**config.mk**
```make
export PLATFORM = sky130hd
export DESIGN_NAME = adcm_ctrl
export DESIGN_NICKNAME = d
export VERILOG_FILES = /design/src/hdl/adcm_ctrl.v
export VERILOG_INCLUDE_DIRS = /design/src /design/src/hdl
export SDC_FILE = /design/constraint.sdc
export NUM_CORES = 1
export LEC_CHECK = 0
export ABC_AREA = 0
export BUFFER_PORTS_ARGS = -buffer_cell sky130_fd_sc_hd__buf_2
export CORE_UTILIZATION = 55
export DETAILED_ROUTE_END_ITERATION = 12
export PLACE_DENSITY = 0.88
export SLEW_MARGIN = 10
export SYNTH_ARGS = -nofsm -noshare
export SYNTH_HDL_FRONTEND = slang
export SYNTH_SLANG_ARGS = --single-unit
export TNS_END_PERCENT = 30
```
**constraint.sdc**
```tcl
create_clock -name clock -period 4.8 [get_ports clock]
set_input_delay 0.48 -clock clock [delete_from_list [all_inputs] [get_ports clock]]
set_output_delay 0.48 -clock clock [all_outputs]
set_load 0.005 [all_outputs]
```
**src/hdl/adcm_map.vh**
```
// Constants for the converter mode controller: register offsets,
// field positions, reset values and timing counts.
// Assumes a 100 MHz system clock; included by its bare name.
`ifndef ADCM_MAP_VH
`define ADCM_MAP_VH

// ==========================================================
// Register offsets (byte addresses, one 32-bit word each)
`define ADCM_OFS_CONFIG   8'h00
`define ADCM_OFS_CYCLE    8'h04
`define ADCM_OFS_POINTER  8'h08
`define ADCM_OFS_STATUS   8'h0C
`define ADCM_OFS_RESULT   8'h10

// ==========================================================
// Field positions
`define ADCM_CFG_SEL_FIRST   4
`define ADCM_CFG_SEL_SECOND  5
`define ADCM_STS_BUSY        0
`define ADCM_STS_POWERED     1
`define ADCM_STS_HOLD        2
`define ADCM_STS_CHAN        3
`define ADCM_STS_NEW         4
`define ADCM_STS_INVALID     5
`define ADCM_STS_MODE_LO     8
`define ADCM_RES_CHAN        12
`define ADCM_RES_INVALID     13
`define ADCM_RES_NEW         15

// ==========================================================
// Reset values
`define ADCM_RST_CONFIG   8'h00
`define ADCM_RST_CYCLE    3'h0
`define ADCM_RST_CMD      4'h0

// ==========================================================
// Mode codes
`define ADCM_MODE_PIN     2'h0
`define ADCM_MODE_READ    2'h1
`define ADCM_MODE_AUTO    2'h2

// ==========================================================
// Timing: times as printed, counts derived from the clock rate
`define ADCM_CLK_MHZ      100
`define ADCM_PWRUP_NS     1000
`define ADCM_CONV_NS      2000
`define ADCM_PWRUP_CYC    ((`ADCM_PWRUP_NS*`ADCM_CLK_MHZ+999)/1000)
`define ADCM_CONV_CYC     ((`ADCM_CONV_NS*`ADCM_CLK_MHZ+999)/1000)
`define ADCM_CYC_PER_MS   (`ADCM_CLK_MHZ*1000)
`define ADCM_PTR_FALL_WAKE 4'h5

`endif

```
**src/hdl/adcm_ctrl.v**
```verilog
// Conversion mode control for a two-channel sampling converter.
// Assumes a serial slave engine on the same clock that frames bytes
// and flags the pointer byte, the read-address ack clock and each
// result word it takes; serial clock and data arrive as raw pins.
//
// Function
// - pin rise powers up, fall holds and converts
// - pin conversion ends after 2 us, then shutdown
// - short pin pulse still converts, result flagged invalid
// - both channels: each pin pulse converts next channel
// - low command bits pick none, first, second, both
// - all command bits zero disables read mode
// - read mode wakes on fifth falling clock edge
// - read mode wake plus conversion about 3 us
// - both channels: first read while second converts
// - further read words keep converting selected channels
// - high-speed busy read stretches clock at ack
// - nonzero cycle timer enables periodic conversions
// - automatic mode powers down between timed conversions
// - only zero timer write stops automatic cycling
// - automatic mode loops channels from lowest upward
//
// The strobed register port and the placing of the registers were decided locally.
`timescale 1ns/100ps
`include "adcm_map.vh"

module adcm_ctrl #(
  parameter integer CYC_PER_MS = `ADCM_CYC_PER_MS,
  parameter integer INT1_MS    = 1,
  parameter integer INT2_MS    = 2,
  parameter integer INT3_MS    = 4,
  parameter integer INT4_MS    = 8,
  parameter integer INT5_MS    = 16,
  parameter integer INT6_MS    = 32,
  parameter integer INT7_MS    = 64
) (
  input  wire        clock,
  input  wire        rst,
  input  wire [7:0]  reg_addr,
  input  wire [31:0] reg_wdata,
  input  wire        reg_wr,
  input  wire        reg_rd,
  output reg  [31:0] reg_rdata,
  input  wire        conversion_start_pin,
  input  wire        scl_in,
  input  wire        sda_in,
  output reg         scl_out,
  output reg         scl_oe_n,
  input  wire        ptr_byte_active,
  input  wire        read_ack_clock,
  input  wire        result_word_start,
  input  wire        hs_mode,
  input  wire [11:0] adc_code,
  output reg         adc_power_on,
  output reg         track_hold,
  output reg         adc_channel,
  output reg         conv_done
);

  // ==========================================================
  // States and derived counts
  localparam [2:0] ST_IDLE  = 3'b001;
  localparam [2:0] ST_PWRUP = 3'b010;
  localparam [2:0] ST_CONV  = 3'b100;
  localparam [15:0] PWRUP_CYC = `ADCM_PWRUP_CYC;
  localparam [15:0] CONV_CYC  = `ADCM_CONV_CYC;

  // ==========================================================
  // Declarations
  reg  [2:0]  pin_sync_r;
  reg  [2:0]  scl_sync_r;
  reg  [2:0]  sda_sync_r;
  reg         pin_lvl_r;
  reg         scl_lvl_r;
  reg  [7:0]  cfg_r;
  reg  [2:0]  cyc_r;
  reg  [3:0]  cmd_r;
  reg  [3:0]  ptr_shift_r;
  reg  [3:0]  fall_cnt_r;
  reg  [2:0]  state_r;
  reg  [2:0]  state_nxt;
  reg  [15:0] tmr_r;
  reg  [15:0] hi_cnt_r;
  reg  [31:0] int_cnt_r;
  reg  [31:0] int_len;
  reg         next_ch_r;
  reg         invalid_r;
  reg  [11:0] result_r;
  reg         res_ch_r;
  reg         res_inv_r;
  reg         res_new_r;
  wire        pin_rise;
  wire        pin_fall;
  wire        scl_rise;
  wire        scl_fall;
  wire        cfg_first;
  wire        cfg_second;
  wire        cyc_wr;
  wire        res_rd;
  wire [1:0]  mode;
  wire [1:0]  sel;
  wire        start_req;
  wire        ptr_wake;
  wire        read_trig;
  wire        auto_trig;
  wire        busy;
  wire        start_ch;

  // ==========================================================
  // Pin synchronisers: three stages, change counted when 2 and 3 agree
  always @(posedge clock) begin
    if (rst) begin
      pin_sync_r <= 3'h0;
      scl_sync_r <= 3'h7;
      sda_sync_r <= 3'h7;
      pin_lvl_r  <= 1'b0;
      scl_lvl_r  <= 1'b1;
    end else begin
      pin_sync_r <= {pin_sync_r[1:0], conversion_start_pin};
      scl_sync_r <= {scl_sync_r[1:0], scl_in};
      sda_sync_r <= {sda_sync_r[1:0], sda_in};
      if (pin_sync_r[1] == pin_sync_r[2])
        pin_lvl_r <= pin_sync_r[2];
      if (scl_sync_r[1] == scl_sync_r[2])
        scl_lvl_r <= scl_sync_r[2];
    end
  end

  // Edges from the filtered levels only, never from stage one
  assign pin_rise = (pin_sync_r[2] == pin_sync_r[1]) &&
                    pin_sync_r[2] && !pin_lvl_r;
  assign pin_fall = (pin_sync_r[2] == pin_sync_r[1]) &&
                    !pin_sync_r[2] && pin_lvl_r;
  assign scl_rise = (scl_sync_r[2] == scl_sync_r[1]) &&
                    scl_sync_r[2] && !scl_lvl_r;
  assign scl_fall = (scl_sync_r[2] == scl_sync_r[1]) &&
                    !scl_sync_r[2] && scl_lvl_r;

  // ==========================================================
  // Mode and channel selection
  assign cfg_first  = cfg_r[`ADCM_CFG_SEL_FIRST];
  assign cfg_second = cfg_r[`ADCM_CFG_SEL_SECOND];
  // Timer beats command bits; all zero leaves the pin in charge
  assign mode = (cyc_r != 3'h0)      ? `ADCM_MODE_AUTO :
                (cmd_r[1:0] != 2'h0) ? `ADCM_MODE_READ :
                                       `ADCM_MODE_PIN;
  // Read mode uses only the two low command bits
  assign sel  = (mode == `ADCM_MODE_READ) ? cmd_r[1:0] :
                {cfg_second, cfg_first};
  // Both selected: take the sequence pointer; else the one chosen
  assign start_ch = (sel == 2'b11) ? next_ch_r : !sel[0];
  assign busy     = (state_r != ST_IDLE);
  assign cyc_wr   = reg_wr && (reg_addr == `ADCM_OFS_CYCLE);
  assign res_rd   = reg_rd && (reg_addr == `ADCM_OFS_RESULT);

  // ==========================================================
  // Pointer byte capture from the raw serial pins
  // Command bits are the first four bits shifted in, MSB first
  always @(posedge clock) begin
    if (rst) begin
      ptr_shift_r <= 4'h0;
      fall_cnt_r  <= 4'h0;
      cmd_r       <= `ADCM_RST_CMD;
    end else if (!ptr_byte_active) begin
      ptr_shift_r <= 4'h0;
      fall_cnt_r  <= 4'h0;
    end else begin
      if (scl_rise && fall_cnt_r < 4'h4)
        ptr_shift_r <= {ptr_shift_r[2:0], sda_sync_r[2]};
      if (scl_fall && fall_cnt_r != 4'hF)
        fall_cnt_r <= fall_cnt_r + 4'h1;
      // Last command bit is in well before the fifth falling edge
      if (scl_fall && fall_cnt_r == 4'h3)
        cmd_r <= ptr_shift_r;
    end
  end

  // Wake on the fifth falling edge when a low command bit is set
  assign ptr_wake = ptr_byte_active && scl_fall &&
                    (fall_cnt_r == `ADCM_PTR_FALL_WAKE - 4'h1) &&
                    (cmd_r[1:0] != 2'h0) &&
                    (cyc_r == 3'h0);

  // A result word taken by the serial engine while idle starts the next one; one taken while busy is dropped
  assign read_trig = (mode == `ADCM_MODE_READ) &&
                     result_word_start && !busy;

  // ==========================================================
  // Automatic cycle interval table and counter
  always @* begin
    int_len = 32'h0000_0000;
    case (cyc_r)
      3'h1:    int_len = INT1_MS * CYC_PER_MS;
      3'h2:    int_len = INT2_MS * CYC_PER_MS;
      3'h3:    int_len = INT3_MS * CYC_PER_MS;
      3'h4:    int_len = INT4_MS * CYC_PER_MS;
      3'h5:    int_len = INT5_MS * CYC_PER_MS;
      3'h6:    int_len = INT6_MS * CYC_PER_MS;
      3'h7:    int_len = INT7_MS * CYC_PER_MS;
      default: int_len = 32'h0000_0000;
    endcase
  end

  // Interval restarts on every write to the timer
  always @(posedge clock) begin
    if (rst || cyc_wr || cyc_r == 3'h0)
      int_cnt_r <= 32'h0000_0000;
    else if (int_cnt_r + 32'h0000_0001 >= int_len)
      int_cnt_r <= 32'h0000_0000;
    else
      int_cnt_r <= int_cnt_r + 32'h0000_0001;
  end

  // A tick that lands on a running conversion is skipped
  assign auto_trig = (mode == `ADCM_MODE_AUTO) && !cyc_wr &&
                     (int_cnt_r + 32'h0000_0001 >= int_len) &&
                     !busy;

  assign start_req = ptr_wake || read_trig || auto_trig;

  // ==========================================================
  // Pin high-time counter for the power-up check
  always @(posedge clock) begin
    if (rst || pin_rise)
      hi_cnt_r <= 16'h0000;
    else if (pin_lvl_r && hi_cnt_r != 16'hFFFF)
      hi_cnt_r <= hi_cnt_r + 16'h0001;
  end

  // ==========================================================
  // Power and conversion sequencer, next state
  always @* begin
    state_nxt = state_r;
    case (state_r)
      ST_IDLE: begin
        if ((mode == `ADCM_MODE_PIN && pin_rise) || start_req)
          state_nxt = ST_PWRUP;
      end
      ST_PWRUP: begin
        if (mode == `ADCM_MODE_PIN) begin
          if (pin_fall)
            state_nxt = ST_CONV;
        end else if (tmr_r + 16'h0001 >= PWRUP_CYC)
          state_nxt = ST_CONV;
      end
      ST_CONV: begin
        if (tmr_r + 16'h0001 >= CONV_CYC)
          state_nxt = ST_IDLE;
      end
      default: state_nxt = ST_IDLE;
    endcase
  end

  // Sequencer registers and converter controls
  always @(posedge clock) begin
    if (rst) begin
      state_r      <= ST_IDLE;
      tmr_r        <= 16'h0000;
      invalid_r    <= 1'b0;
      adc_power_on <= 1'b0;
      track_hold   <= 1'b0;
      adc_channel  <= 1'b0;
      conv_done    <= 1'b0;
    end else begin
      state_r   <= state_nxt;
      conv_done <= 1'b0;
      if (state_nxt != state_r)
        tmr_r <= 16'h0000;
      else if (tmr_r != 16'hFFFF)
        tmr_r <= tmr_r + 16'h0001;
      if (state_r == ST_IDLE && state_nxt == ST_PWRUP) begin
        adc_power_on <= 1'b1;
        adc_channel  <= start_ch;
      end
      if (state_r == ST_PWRUP && state_nxt == ST_CONV) begin
        track_hold <= 1'b1;
        // Short high time means the converter was not yet awake
        invalid_r  <= (mode == `ADCM_MODE_PIN) &&
                      (hi_cnt_r <= PWRUP_CYC);
      end
      if (state_r == ST_CONV && state_nxt == ST_IDLE) begin
        adc_power_on <= 1'b0;
        track_hold   <= 1'b0;
        conv_done    <= 1'b1;
      end
    end
  end

  // ==========================================================
  // Channel sequence pointer, lowest channel first
  always @(posedge clock) begin
    if (rst || cyc_wr)
      next_ch_r <= 1'b0;
    else if (state_r == ST_IDLE && state_nxt == ST_PWRUP && sel == 2'b11)
      next_ch_r <= !next_ch_r;
    else if (sel != 2'b11)
      next_ch_r <= 1'b0;
  end

  // ==========================================================
  // Result holding register; new flag set beats a clearing read
  always @(posedge clock) begin
    if (rst) begin
      result_r  <= 12'h000;
      res_ch_r  <= 1'b0;
      res_inv_r <= 1'b0;
      res_new_r <= 1'b0;
    end else if (state_r == ST_CONV && state_nxt == ST_IDLE) begin
      result_r  <= adc_code;
      res_ch_r  <= adc_channel;
      res_inv_r <= invalid_r;
      res_new_r <= 1'b1;
    end else if (res_rd)
      res_new_r <= 1'b0;
  end

  // ==========================================================
  // Clock stretch at the read ack while a conversion runs
  // Only in high-speed mode; slower masters always find it done
  always @(posedge clock) begin
    if (rst) begin
      scl_out  <= 1'b0;
      scl_oe_n <= 1'b1;
    end else begin
      scl_out  <= 1'b0;
      scl_oe_n <= !(hs_mode && read_ack_clock && busy &&
                    mode == `ADCM_MODE_READ);
    end
  end

  // ==========================================================
  // Register writes: channel select and cycle timer
  always @(posedge clock) begin
    if (rst) begin
      cfg_r <= `ADCM_RST_CONFIG;
      cyc_r <= `ADCM_RST_CYCLE;
    end else if (reg_wr) begin
      if (reg_addr == `ADCM_OFS_CONFIG)
        cfg_r <= reg_wdata[7:0];
      // Only a write with the three low bits zero leaves automatic cycling
      if (reg_addr == `ADCM_OFS_CYCLE)
        cyc_r <= reg_wdata[2:0];
    end
  end

  // ==========================================================
  // Register reads: data stand one cycle after the strobe only
  always @(posedge clock) begin
    if (rst || !reg_rd)
      reg_rdata <= 32'h0000_0000;
    else begin
      case (reg_addr)
        `ADCM_OFS_CONFIG:  reg_rdata <= {24'h00_0000, cfg_r};
        `ADCM_OFS_CYCLE:   reg_rdata <= {29'h0000_0000, cyc_r};
        `ADCM_OFS_POINTER: reg_rdata <= {28'h000_0000, cmd_r};
        `ADCM_OFS_STATUS:
          reg_rdata <= {22'h00_0000, mode, 2'h0, invalid_r, res_new_r,
                        adc_channel, track_hold, adc_power_on, busy};
        `ADCM_OFS_RESULT:
          reg_rdata <= {16'h0000, res_new_r, 1'b0, res_inv_r, res_ch_r,
                        result_r};
        default:           reg_rdata <= 32'h0000_0000;
      endcase
    end
  end

endmodule // adcm_ctrl

```
# ---- Yosys cells after proc, flatten, opt, wreduce, memory -nomap -nowiden
# Index checks and enable logic that the tools add are counted.
dict set report word_totals {
  wordCells 148
  inputBits 63
  reg_bits 155
}
dict set report op_classes {
  n_addsub 4
  mux 17
  bitwise_logic 1
  n_eq_ne 32
  magnitude_cmp 5
  n_reduce_logical 63
}
# cell count
set op_table {}
lappend op_table {{23-bit one-hot mux with 7 select lines} 1}
lappend op_table {{16-bit one-hot mux with 5 select lines} 1}
lappend op_table {{16-bit by 1-bit adder with 16-bit output, second input constant} 2}
lappend op_table {{32-bit by 1-bit adder with 32-bit output, second input constant} 1}
lappend op_table {{32-bit >= comparator} 1}
lappend op_table {{1-bit logical AND} 32}
lappend op_table {{16-bit inequality test, second input constant} 2}
lappend op_table {{3-bit equality test, second input constant} 6}
lappend op_table {{8-bit by 4-bit equality test with 1-bit output, second input constant} 2}
lappend op_table {{16-bit by 7-bit >= comparator with 1-bit output, second input constant} 1}
lappend op_table {{16-bit by 8-bit >= comparator with 1-bit output, second input constant} 1}
lappend op_table {{16-bit by 7-bit <= comparator with 1-bit output, second input constant} 1}
lappend op_table {{3-bit 2-to-1 mux} 5}
lappend op_table {{3-bit by 2-bit equality test with 1-bit output, second input constant} 4}
lappend op_table {{1-bit logical NOT} 10}
lappend op_table {{3-bit by 1-bit equality test with 1-bit output, second input constant} 3}
lappend op_table {{3-bit one-hot mux with 3 select lines} 1}
lappend op_table {{8-bit by 3-bit equality test with 1-bit output, second input constant} 1}
lappend op_table {{8-bit by 5-bit equality test with 1-bit output, second input constant} 1}
lappend op_table {{8-bit logical NOT} 1}
lappend op_table {{2-bit OR reduction} 4}
lappend op_table {{1-bit logical OR} 7}
lappend op_table {{1-bit 2-to-1 mux} 7}
lappend op_table {{2-bit AND reduction} 3}
lappend op_table {{other kinds (17)} 24}

# ---- Depth between registers and ports, before layout
# Gate-level depths: netlist of the first run.
dict set report depth {
  ltp_word 16
  ltp_mapped 16
}

# ---- Worst setup path before layout of the first run
# OpenSTA, ideal clock, no wires.
dict set report synth_timing {
  kind {register -> register}
  startpoint {reg int_cnt_r[3]}
  endpoint {reg next_ch_r}
  setup_slack_ns 1.274
  arrival_time_ns 3.405
  n_path_buf 1
  setup_ns 0.121
  path_stages_with_launch 14
  synth_period_minus_slack_ns 3.526
  path_cell_list {dfxtp_1 buf_2 nand4_4 or4_4 xnor2_1 ha_1 nand4_1 or2_2 a2111oi_0 nor4_1 o32ai_2 o31ai_4 nand2_1 mux2_2}
}
dict set report synth_between {
  elab_chain_cells 12
  word_cells_on_any_way 13
}
# item line_no
set synth_rtl {}
lappend synth_rtl {{start: declaration} adcm_ctrl.v:84} ;# reg [31:0] int_cnt_r;
lappend synth_rtl {{start signal: assignment} adcm_ctrl.v:211} ;# int_cnt_r <= int_cnt_r + 32'h0000_0001;
lappend synth_rtl {{32-bit by 1-bit adder with 32-bit output *} adcm_ctrl.v:216} ;# (int_cnt_r + 32'h0000_0001 >= int_len) &&
lappend synth_rtl {{32-bit >= comparator *} adcm_ctrl.v:216}
lappend synth_rtl {{1-bit logical AND * (2 in series)} adcm_ctrl.v:215} ;# assign auto_trig = (mode == `ADCM_MODE_AUTO) && !cyc_wr &&
lappend synth_rtl {{1-bit logical OR *} adcm_ctrl.v:219} ;# assign start_req = ptr_wake || read_trig || auto_trig;
lappend synth_rtl {{1-bit logical OR *} adcm_ctrl.v:236} ;# if ((mode == `ADCM_MODE_PIN && pin_rise) || start_req)
lappend synth_rtl {{3-bit 2-to-1 mux *} adcm_ctrl.v:236}
lappend synth_rtl {{3-bit one-hot mux with 3 select lines *} adcm_ctrl.v:234} ;# case (state_r)
lappend synth_rtl {{3-bit by 2-bit equality test with 1-bit output *} adcm_ctrl.v:294} ;# else if (state_r == ST_IDLE && state_nxt == ST_PWRUP && sel == 2'b11)
lappend synth_rtl {{1-bit logical AND * (2 in series)} adcm_ctrl.v:294}
lappend synth_rtl {{1-bit 2-to-1 mux or 2-bit nonzero test (tied branches)} n/a}
lappend synth_rtl {{end signal: assignment} adcm_ctrl.v:295} ;# next_ch_r <= !next_ch_r;
lappend synth_rtl {{end: declaration} adcm_ctrl.v:86} ;# reg next_ch_r;
# Every way passes the cells marked *; elsewhere a longest branch is shown, timed or not.
# A chain may end at the register's enable or synchronous reset.

# ---- Worst setup path after layout of the first run
dict set report layout_timing {
  startpoint {reg int_cnt_r[4]}
  endpoint {reg int_cnt_r[15]}
}
dict set report layout_between {
  elab_chain_cells 3
}
# item line_no
set layout_rtl {}
lappend layout_rtl {{32-bit by 1-bit adder with 32-bit output *} {adcm_ctrl.v:208, adcm_ctrl.v:211}}
lappend layout_rtl {{32-bit >= comparator} adcm_ctrl.v:208} ;# else if (int_cnt_r + 32'h0000_0001 >= int_len)
lappend layout_rtl {{2-bit OR reduction (no source line)} n/a}
# Marks and branches as above.

==> results of run 1 <==
## how the worst max path moves through the flow
stage | from | endpoint | slack [ns]
detailed placement | int_cnt_r[3]$_SDFF_PP0_ | int_cnt_r[20]$_SDFF_PP0_ | 0.73
finish | int_cnt_r[4]$_SDFF_PP0_ | int_cnt_r[15]$_SDFF_PP0_ | 0.68
global placement | int_cnt_r[3]$_SDFF_PP0_ | int_cnt_r[3]$_SDFF_PP0_ | 0.84
global route | int_cnt_r[3]$_SDFF_PP0_ | int_cnt_r[17]$_SDFF_PP0_ | 0.46
CTS | int_cnt_r[4]$_SDFF_PP0_ | int_cnt_r[15]$_SDFF_PP0_ | 0.69
floorplan | int_cnt_r[3]$_SDFF_PP0_ | next_ch_r$_SDFFE_PP0P_ | 1.27
## registers in the layout, summed over array words and instances (netlist names), 3 cells and up
| name | cells |
|---|---|
| cfg_r | 8 |
| cmd_r | 4 |
| cyc_r | 3 |
| fall_cnt_r | 4 |
| hi_cnt_r | 16 |
| int_cnt_r | 32 |
| pin_sync_r | 3 |
| ptr_shift_r | 4 |
| reg_rdata | 15 |
| result_r | 12 |
| scl_sync_r | 3 |
| sda_sync_r | 3 |
| state_r | 3 |
| tmr_r | 16 |
## per-stage QoR
step / hold WS, ns / cells / utilization / area, sq um / total power [W]
detailed placement: 0.398 / 983 / 0.596 / 7220 / 0.00126
global route: 0.237 / 1014 / 0.645 / 7810 / 0.00262
CTS: 0.229 / 1014 / 0.645 / 7810 / 0.00255
finish: 0.234 / 1014 / 0.645 / 7810 / 0.00254
global placement: 0.393 / 983 / 0.596 / 7220 / 0.00126
floorplan: 0.389 / 802 / - / 6980 / 0.00124
## kinds of logic after synthesis
kind of cell,after synthesis
xor gates and xnor gates,52
DFF,138
muxes,35
adders and majority gates,29
buffers and inverters,72
and+or+nand+nor,333
other,1
AOI/OAI and AO/OA,116
## area by class of cell
type                            count  area share
Multi-Input combinational cell    592       0.492
Sequential cell                   138       0.354
Clock buffer                       19      0.0554
Timing Repair Buffer               62      0.0410
Tap cell                          168      0.0269
Clock inverter                     12      0.0194
Inverter                           23      0.0111
## power by group through the flow
stage | logic (W) | registers [W] | clock network (W)
floorplan | 0.0000557 | 0.00119 | 0
global placement | 0.0000683 | 0.00119 | 0
detailed placement | 0.0000704 | 0.00119 | 0
CTS | 0.0000715 | 0.00117 | 0.00131
global route | 0.0000788 | 0.00117 | 0.00137
finish | 0.0000716 | 0.00117 | 0.00130
## worst max-delay path, stage by stage, from the launching register on
cell       delay (ns)
dfxtp_1          0.49
nand4_4          0.19
or4_4            0.62
xnor2_1          0.18
ha_1             0.32
nand4_1          0.10
or2_2            0.33
a2111oi_0        0.38
nor4_1           0.14
o32ai_2          0.42
nor3_1           0.11
nand2_1          0.36
buf_4            0.28
nor2b_1          0.07
## synth_stat cells (7+ instances only)
library cell  instances
mux2i_1              30
o21ai_0              18
or3_1                10
nor2b_1              26
nor3_1               20
nand3_1              38
nand4_1              17
a21oi_1              34
a22oi_1               7
a211oi_1              7
xor2_1               22
or2_2                 7
ha_1                 29
a21oi_2               8
nor2_1               90
xnor2_1              30
nand2_1              65
buf_4                20
clkbuf_1             20
dfxtp_1             138
inv_1                23
and3_1               15
## per-layer routing
metal / vias to the layer above / track usage
li1: 2801 / -
met1: 2645 / 0.293
met2: 154 / 0.396
met3: 32 / 0.0632
met4: 0 / 0.0909
met5: - / 0
==> impl_metrics.json, run 1 <==
{
  "htree_levels": 4,
  "p_per_area_mw_per_mm2": 326,
  "pre_cts_slack_ns": 0.734,
  "required_ns": 5.12,
  "overflow": 0,
  "areaGrowthSynthToFinish_pct": 13.4,
  "grt_pass1_vias": 5265,
  "drv_slew": 0,
  "p_seq_frac": 0.459,
  "slew_headroom": 0.225,
  "clkPwrFrac": 0.513,
  "synth_area_leaders": "dfxtp_1 40%, ha_1 5.3%, nor2_1 4.9%",
  "clock_latency_ns": 0.42,
  "drt_iter0_drc": 497,
  "worstPathArrival_ns": 4.44,
  "core-area_sq_mm": 0.0121,
  "path_clk_slew_ns": 0.06,
  "period_share": 0.859,
  "track_usage": 0.237,
  "io_buffers": 58,
  "n_antenna_cell": 0,
  "max_freq_mhz": 243,
  "status": "complete, no violations",
  "synth_cell_types": 71,
  "synth_compound_area_frac": 0.120,
  "root_buffer": "clkbuf_16",
  "cts_tree": "built",
  "syn_area_sq_mm": 0.00688,
  "die_w_um": 114,
  "wl_per_cell_um": 14.6,
  "setup_viol": 0,
  "synth_edf_count": 0,
  "worstMarginPinSlew_ns": 1.15,
  "r2r-end": "int_cnt_r[15]$_SDFF_PP0_",
  "min_from": "sda_in",
  "die_area_sq_mm": 0.0130,
  "avgSynthCellArea_sq_um": 8.87,
  "p_int_w": 0.00199,
  "worstReg2RegStart": "int_cnt_r[4]$_SDFF_PP0_",
  "setup.worst_path.class": "register to register",
  "layout_commonest_cell": "dfxtp_1",
  "cts_resized": 0,
  "die_h_um": 114,
  "top_layer": "met4",
  "via_count": 5632,
  "cts_buffer_depth": 2,
  "synth_area_leader_cell": "dfxtp_1",
  "num-fill-cells": 975,
  "fin_crit_ns": 4.12,
  "regToRegSetupSlack_ns": 0.68,
  "initial_core_util": 0.568,
  "fin_ws_ns": 0.677,
  "synthMuxAreaShare": 0.0534,
  "vias_per_cell": 5.55,
  "ys_ff_latch": 138,
  "wl_met3_um": 724,
  "grt_max_degree": 38,
  "path_max_fanout": 12,
  "fin_skew_ns": 0.00459,
  "synth_ff_type": "dfxtp_1",
  "multi_input_area_sq_mm": 0.00384,
  "seq_area_sq_mm": 0.00276,
  "grt_pass1_wl_um": 24500,
  "hold_buffers": 0,
  "worstHoldEndpoint": "sda_sync_r[0]$_SDFF_PP1_",
  "gp_congestion": 0.840,
  "reg2reg_depth": 13,
  "finalNetCount": 926,
  "tns_ns": 0,
  "hp-class": "primary input to register",
  "swShare": 0.216,
  "cts_num_sinks": 138,
  "cts_inserted_buffers": 17,
  "final_cell_mix": "138 x dfxtp_1, 90 x nor2_1, 65 x nand2_1",
  "drc_errors": 0,
  "ir_drop_v": 0.000225,
  "startpoint_type": "register",
  "hold_depth": 2,
  "dr.pass1.iters": 5,
  "wl_met1_um": 6620,
  "cts_setup_buffers": 0,
  "endpoint_kind": "register",
  "leakagePower_nw": 3.11,
  "synth_top_family_by_area": "simple AND/OR/NAND/NOR gates",
  "route.met2.wl_um": 7190,
  "num_rows": 40,
  "totalWireLength_um": 14800,
  "drtAntennaViolNets": 0,
  "p_switching_w": 0.000550,
  "synth-xor-area-share": 0.0662,
  "final-hold-violation-count": 0,
  "yosysWarnings": 0,
  "antenna_found_initial": 0,
  "num_io_pins": 101,
  "synthSimpleGateAreaFrac": 0.251,
  "drv_cap": 0,
  "synth_adder_area_share": 0.0527,
  "syn_inst": 776,
  "grt_setup_unrepaired": "false",
  "place_hpwl_um": 10100,
  "pwr-share-comb": 0.028,
  "async_flop_share": 0,
  "yosys.area.top_type_share": 0.401,
  "drive_gt1_frac": 0.151,
  "ys_seq_area_frac": 0.401
}
Note: power is estimated with default switching activity, not from simulation.
==> run 2: changes to the inputs <==
CORE_ASPECT_RATIO = 0.9   (was unset)
==> run 2 against run 1 <==
Combinational power up 2%. Sequential share of layout area barely moved. Die area about the same. Global-route usage rose by 0.49 points. Cell count down 0.69%. Sequential power barely moved. Largest cell class unchanged. Power rose by 0.14%. Critical path depth stayed put. Clock skew increased by 0.0030 ns. Routed wire length up 2.9%.
==> impl_metrics.json, run 2 (synthesis results as in run 1) <==
{
  "num_io_pins": 101,
  "drv_cap": 0,
  "die_area_sq_mm": 0.0130,
  "die_h_um": 108,
  "fin_crit_ns": 4.07,
  "gp_congestion": 0.820,
  "htree_levels": 4,
  "grt_setup_unrepaired": "false",
  "cts_setup_buffers": 0,
  "worstMarginPinSlew_ns": 1.15,
  "vias_per_cell": 5.72,
  "worstPathArrival_ns": 4.38,
  "drive_gt1_frac": 0.153,
  "hp-class": "primary input to register",
  "grt_pass1_wl_um": 24800,
  "cts_tree": "built",
  "io_buffers": 58,
  "grt_pass1_vias": 5301,
  "cts_resized": 0,
  "required_ns": 5.11,
  "final_cell_mix": "138 x dfxtp_1, 90 x nor2_1, 65 x nand2_1",
  "cts_inserted_buffers": 17,
  "slew_headroom": 0.221,
  "via_count": 5759,
  "core-area_sq_mm": 0.0121,
  "drv_slew": 0,
  "fin_ws_ns": 0.725,
  "layout_commonest_cell": "dfxtp_1",
  "startpoint_type": "register",
  "status": "complete, no violations",
  "power_w": 0.00255,
  "path_max_fanout": 12,
  "biggestRegsByFlops": "int_cnt_r (32), hi_cnt_r (16), tmr_r (16)",
  "drtAntennaViolNets": 0,
  "p_per_area_mw_per_mm2": 326,
  "regToRegSetupSlack_ns": 0.73,
  "multi_input_area_sq_mm": 0.00384,
  "largest_reg_flops": 32,
  "path_clk_slew_ns": 0.05,
  "tns_ns": 0,
  "dr.pass1.iters": 8,
  "max_freq_mhz": 245,
  "top_register": "int_cnt_r",
  "wl_per_cell_um": 15.1,
  "period_share": 0.849,
  "overflow": 0,
  "totalWireLength_um": 15200,
  "dp_cells": 975,
  "initial_core_util": 0.568,
  "track_usage": 0.242,
  "pre_cts_slack_ns": 0.810,
  "num-fill-cells": 934,
  "clock_latency_ns": 0.43,
  "drc_errors": 0,
  "fin_cells": 1007,
  "root_buffer": "clkbuf_16",
  "die_w_um": 120,
  "setup.worst_path.class": "register to register",
  "finalNetCount": 926,
  "drt_iter0_drc": 652,
  "setup_viol": 0,
  "n_antenna_cell": 0,
  "seq_area_sq_mm": 0.00276,
  "fin_skew_ns": 0.00761,
  "ir_drop_v": 0.000279,
  "leakagePower_nw": 3.14,
  "final-hold-violation-count": 0,
  "num_rows": 38,
  "antenna_found_initial": 0,
  "place_hpwl_um": 10500,
  "grt_max_degree": 29,
  "cts_num_sinks": 138,
  "cts_buffer_depth": 2,
  "hold_buffers": 0,
  "areaGrowthSynthToFinish_pct": 13.5,
  "endpoint_kind": "register"
}
run 2: changes by cell type in the layout (fill, tap and decap cells not counted):
cell	delta
clkbuf_8	+4
clkinv_4	+2
bufinv_16	-1
clkinv_2	+1
clkinvlp_4	-5
inv_6	+1
clkbuf_1	-1
run 2: layer usage:
metal	vias to the layer above	wire length, um	track usage
li1	2817	-	-
met1	2710	6990	0.304
met2	196	7030	0.392
met3	36	846	0.0643
met4	0	375	0.104
met5	-	0	0
run 2: worst max-delay path, cell delays in order (launching register included):
cell,delay (ns)
dfxtp_1,0.51
nand4_4,0.18
or4_4,0.63
xnor2_1,0.18
ha_1,0.31
nand4_1,0.11
or2_2,0.33
a2111oi_0,0.36
nor4_1,0.13
o32ai_2,0.41
nor3_1,0.12
nand2_1,0.34
buf_4,0.28
nor2_1,0.07
run 2: layout make-up:
class | instances | area share
clock buffer | 22 | 0.0620
inverter | 23 | 0.0111
sequential | 138 | 0.354
clock inverter | 10 | 0.0147
tap | 160 | 0.0256
timing repair buffer | 62 | 0.0410
multi-input combinational | 592 | 0.492
run 2: where the power goes:
group / switching, W / total (W) / internal [W] / leakage, nW
registers: 0.0000115 / 0.00117 / 0.00116 / 1.12
logic: 0.0000445 / 0.0000731 / 0.0000286 / 1.72
clock network: 0.000487 / 0.00131 / 0.000819 / 0.300
run 2: worst paths after layout:
| path | from | to | cells past startpoint |
|---|---|---|---|
| worst max-delay path | int_cnt_r[3]$_SDFF_PP0_ | int_cnt_r[3]$_SDFF_PP0_ | 13 |
| worst min-delay path | sda_in | sda_sync_r[0]$_SDFF_PP1_ | 2 |
| worst max register to register | int_cnt_r[3]$_SDFF_PP0_ | int_cnt_r[3]$_SDFF_PP0_ | 13 |
| worst min register to register | sda_sync_r[0]$_SDFF_PP1_ | sda_sync_r[1]$_SDFF_PP1_ | 1 |
run 2: metrics by stage:
step	hold WS (ns)	utilization	area (sq um)
3_5_place_dp	0.394	0.595	7210
3_3_place_gp	0.391	0.595	7210
5_1_grt	0.239	0.644	7810
6_report	0.240	0.644	7810
2_1_floorplan	0.389	-	6980
4_1_cts	0.232	0.644	7810
==> run 3: changes to the inputs <==
CORE_UTILIZATION = 52   (was 55)
clock period = 3.5 ns   (was 4.8 ns; I/O delays follow)
==> run 3 against run 2 <==
The flow now finishes with violations (negative setup slack). Hold slack lost 0.13 ns. Routed wire length grew 16%. Sequential power grew 37%. Die area grew 5.7%. Combinational power grew 59%. Critical endpoint is now tmr_r[6]$_SDFFE_PP0P_.
==> impl_metrics.json, run 3 (synthesis results as in run 1) <==
{
  "slew_headroom": 0.360,
  "regToRegSetupSlack_ns": -0.27,
  "drv_slew": 0,
  "endpoint_kind": "register",
  "worstMarginPinSlew_ns": 0.947,
  "cts_num_sinks": 138,
  "via_count": 6239,
  "top_register": "int_cnt_r",
  "num_io_pins": 101,
  "fin_skew_ns": 0.00974,
  "worstReg2RegStart": "int_cnt_r[14]$_SDFF_PP0_",
  "cts_buffer_depth": 2,
  "crit_slowest_cell": "or4_4",
  "setup_viol": 21,
  "vias_per_cell": 5.93,
  "startpoint_type": "register",
  "path_clk_slew_ns": 0.06,
  "wl_met1_um": 7420,
  "drc_errors": 0,
  "failed_checks": "negative setup slack",
  "hold-worst-slack_ns": 0.109,
  "required_ns": 3.84,
  "top_layer": "met4",
  "grt_pass1_vias": 5672,
  "min_from": "scl_in",
  "cts_inserted_buffers": 17,
  "p_per_area_mw_per_mm2": 437,
  "core-area_sq_mm": 0.0128,
  "initial_core_util": 0.538,
  "dr.pass1.iters": 7,
  "crit_chain": "nand4_1, or4_4, buf_6, nor2_4, nand2_2, xnor2_2, ha_1, a21o_1, a21oi_2, o311a_1, nand4_1, o31ai_4, o2111ai_4, buf_12, a31oi_1",
  "wl_met3_um": 1210,
  "hp-class": "primary input to register",
  "ir_drop_v": 0.000332,
  "leakagePower_nw": 3.40,
  "worstHoldEndpoint": "scl_sync_r[0]$_SDFF_PP1_",
  "cts_tree": "built",
  "areaGrowthSynthToFinish_pct": 20.5,
  "die_w_um": 123,
  "worstPathArrival_ns": 4.11,
  "io_buffers": 58,
  "track_usage": 0.247,
  "drt_iter0_drc": 628,
  "period_share": 1.08,
  "final_cell_mix": "129 x dfxtp_1, 89 x nor2_1, 64 x nand2_1",
  "cp_common_cell": "nand4_1",
  "drv_cap": 0,
  "fin_crit_ns": 3.77,
  "path_max_fanout": 8,
  "overflow": 0,
  "fin_util": 0.649,
  "largest_reg_flops": 32,
  "gp_congestion": 0.828,
  "hold_depth": 2,
  "clock_latency_ns": 0.43,
  "slowest_delay_ns": 0.61,
  "grt_pass1_wl_um": 26700,
  "final-hold-violation-count": 0,
  "r2r-end": "tmr_r[6]$_SDFFE_PP0P_",
  "max_freq_mhz": 265,
  "totalWireLength_um": 17700,
  "place_hpwl_um": 10800,
  "fin_ws_ns": -0.269,
  "biggestRegsByFlops": "int_cnt_r (32), hi_cnt_r (16), tmr_r (16)",
  "finalNetCount": 966,
  "status": "finished with violations",
  "wl_per_cell_um": 16.8,
  "die_h_um": 111,
  "grt_setup_unrepaired": "true",
  "antenna_found_initial": 1,
  "route.met2.wl_um": 8190,
  "layout_commonest_cell": "dfxtp_1",
  "num_rows": 39,
  "power_w": 0.00362,
  "grt_max_degree": 36,
  "reg2reg_depth": 15,
  "die_area_sq_mm": 0.0137,
  "setup.worst_path.class": "register to register",
  "htree_levels": 4,
  "root_buffer": "clkbuf_16",
  "drive_gt1_frac": 0.214,
  "num-fill-cells": 857,
  "drtAntennaViolNets": 0
}
==> run 3: cell count changes in the layout (fill, tap and decap cells not counted), moves of 3 or more <==
cell | previous run | this run
buf_4 | 4 | 40
dfxtp_1 | 138 | 129
dfxtp_2 | 0 | 9
clkbuf_1 | 1 | 5
xnor2_1 | 30 | 26
xnor2_2 | 0 | 4
clkinv_4 | 3 | 0
==> run 3: per-layer routing <==
layer	GRT usage	vias up
li1	-	2892
met1	0.303	2927
met2	0.390	333
met3	0.0597	87
met4	0.144	0
met5	0	-
==> run 3: worst max-delay path by stage <==
stage,cells after the start,slack [ns],start,to
5_1_grt,15,-0.37,int_cnt_r[14]$_SDFF_PP0_,tmr_r[15]$_SDFFE_PP0P_
6_report,15,-0.27,int_cnt_r[14]$_SDFF_PP0_,tmr_r[6]$_SDFFE_PP0P_
2_1_floorplan,13,0.03,int_cnt_r[3]$_SDFF_PP0_,next_ch_r$_SDFFE_PP0P_
4_1_cts,15,-0.002,int_cnt_r[4]$_SDFF_PP0_,tmr_r[15]$_SDFFE_PP0P_
3_3_place_gp,12,0.009,int_cnt_r[14]$_SDFF_PP0_,next_ch_r$_SDFFE_PP0P_
3_5_place_dp,15,-0.12,int_cnt_r[6]$_SDFF_PP0_,next_ch_r$_SDFFE_PP0P_
==> run 3: final cells by class <==
cell class | instances | area, sq um | share of cell area
inverters | 23 | 86.3 | 0.0104
clock buffers | 25 | 485 | 0.0585
flip-flops and latches | 138 | 2770 | 0.334
multi-input cells | 592 | 3950 | 0.476
repair buffers | 102 | 658 | 0.0793
clock inverters | 7 | 138 | 0.0166
diodes | 1 | 2.50 | 0.000302
well taps | 164 | 205 | 0.0247
==> run 3: report_power, final <==
part	total, W	internal (W)	switching [W]
Sequential	0.00160	0.00159	0.0000119
Clock	0.00191	0.00125	0.000662
Combinational	0.000116	0.0000478	0.0000684
==> run 3: through the flow <==
stage	TNS [ns]	cells	area (sq um)	worst slack (ns)
final	-4.17	1052	8300	-0.269
after global routing	-7.45	1052	8300	-0.365
after floorplan	0	802	6980	0.0341
after global placement	0	1010	7460	0.00932
after CTS	-0.00225	1044	8160	-0.00225
after detailed placement	-0.679	1010	7460	-0.121
==> run 3: worst max-delay path: cells and delay by family, from the launching register on <==
kind,cells,cell delay (ns)
fa+ha+maj,1,0.29
flops,1,0.33
buf+inv,2,0.35
compound gates,6,1.28
xor+xnor,1,0.24
simple gates,5,1.20
==> run 3: timing repair <==
item                       4_1_cts  5_1_grt
setup endpoints to repair       38       44
cloned                           0        1
hold buffers                     0        0
setup buffers                    2        6
gates resized for setup         14       15
pin swaps                        2       12
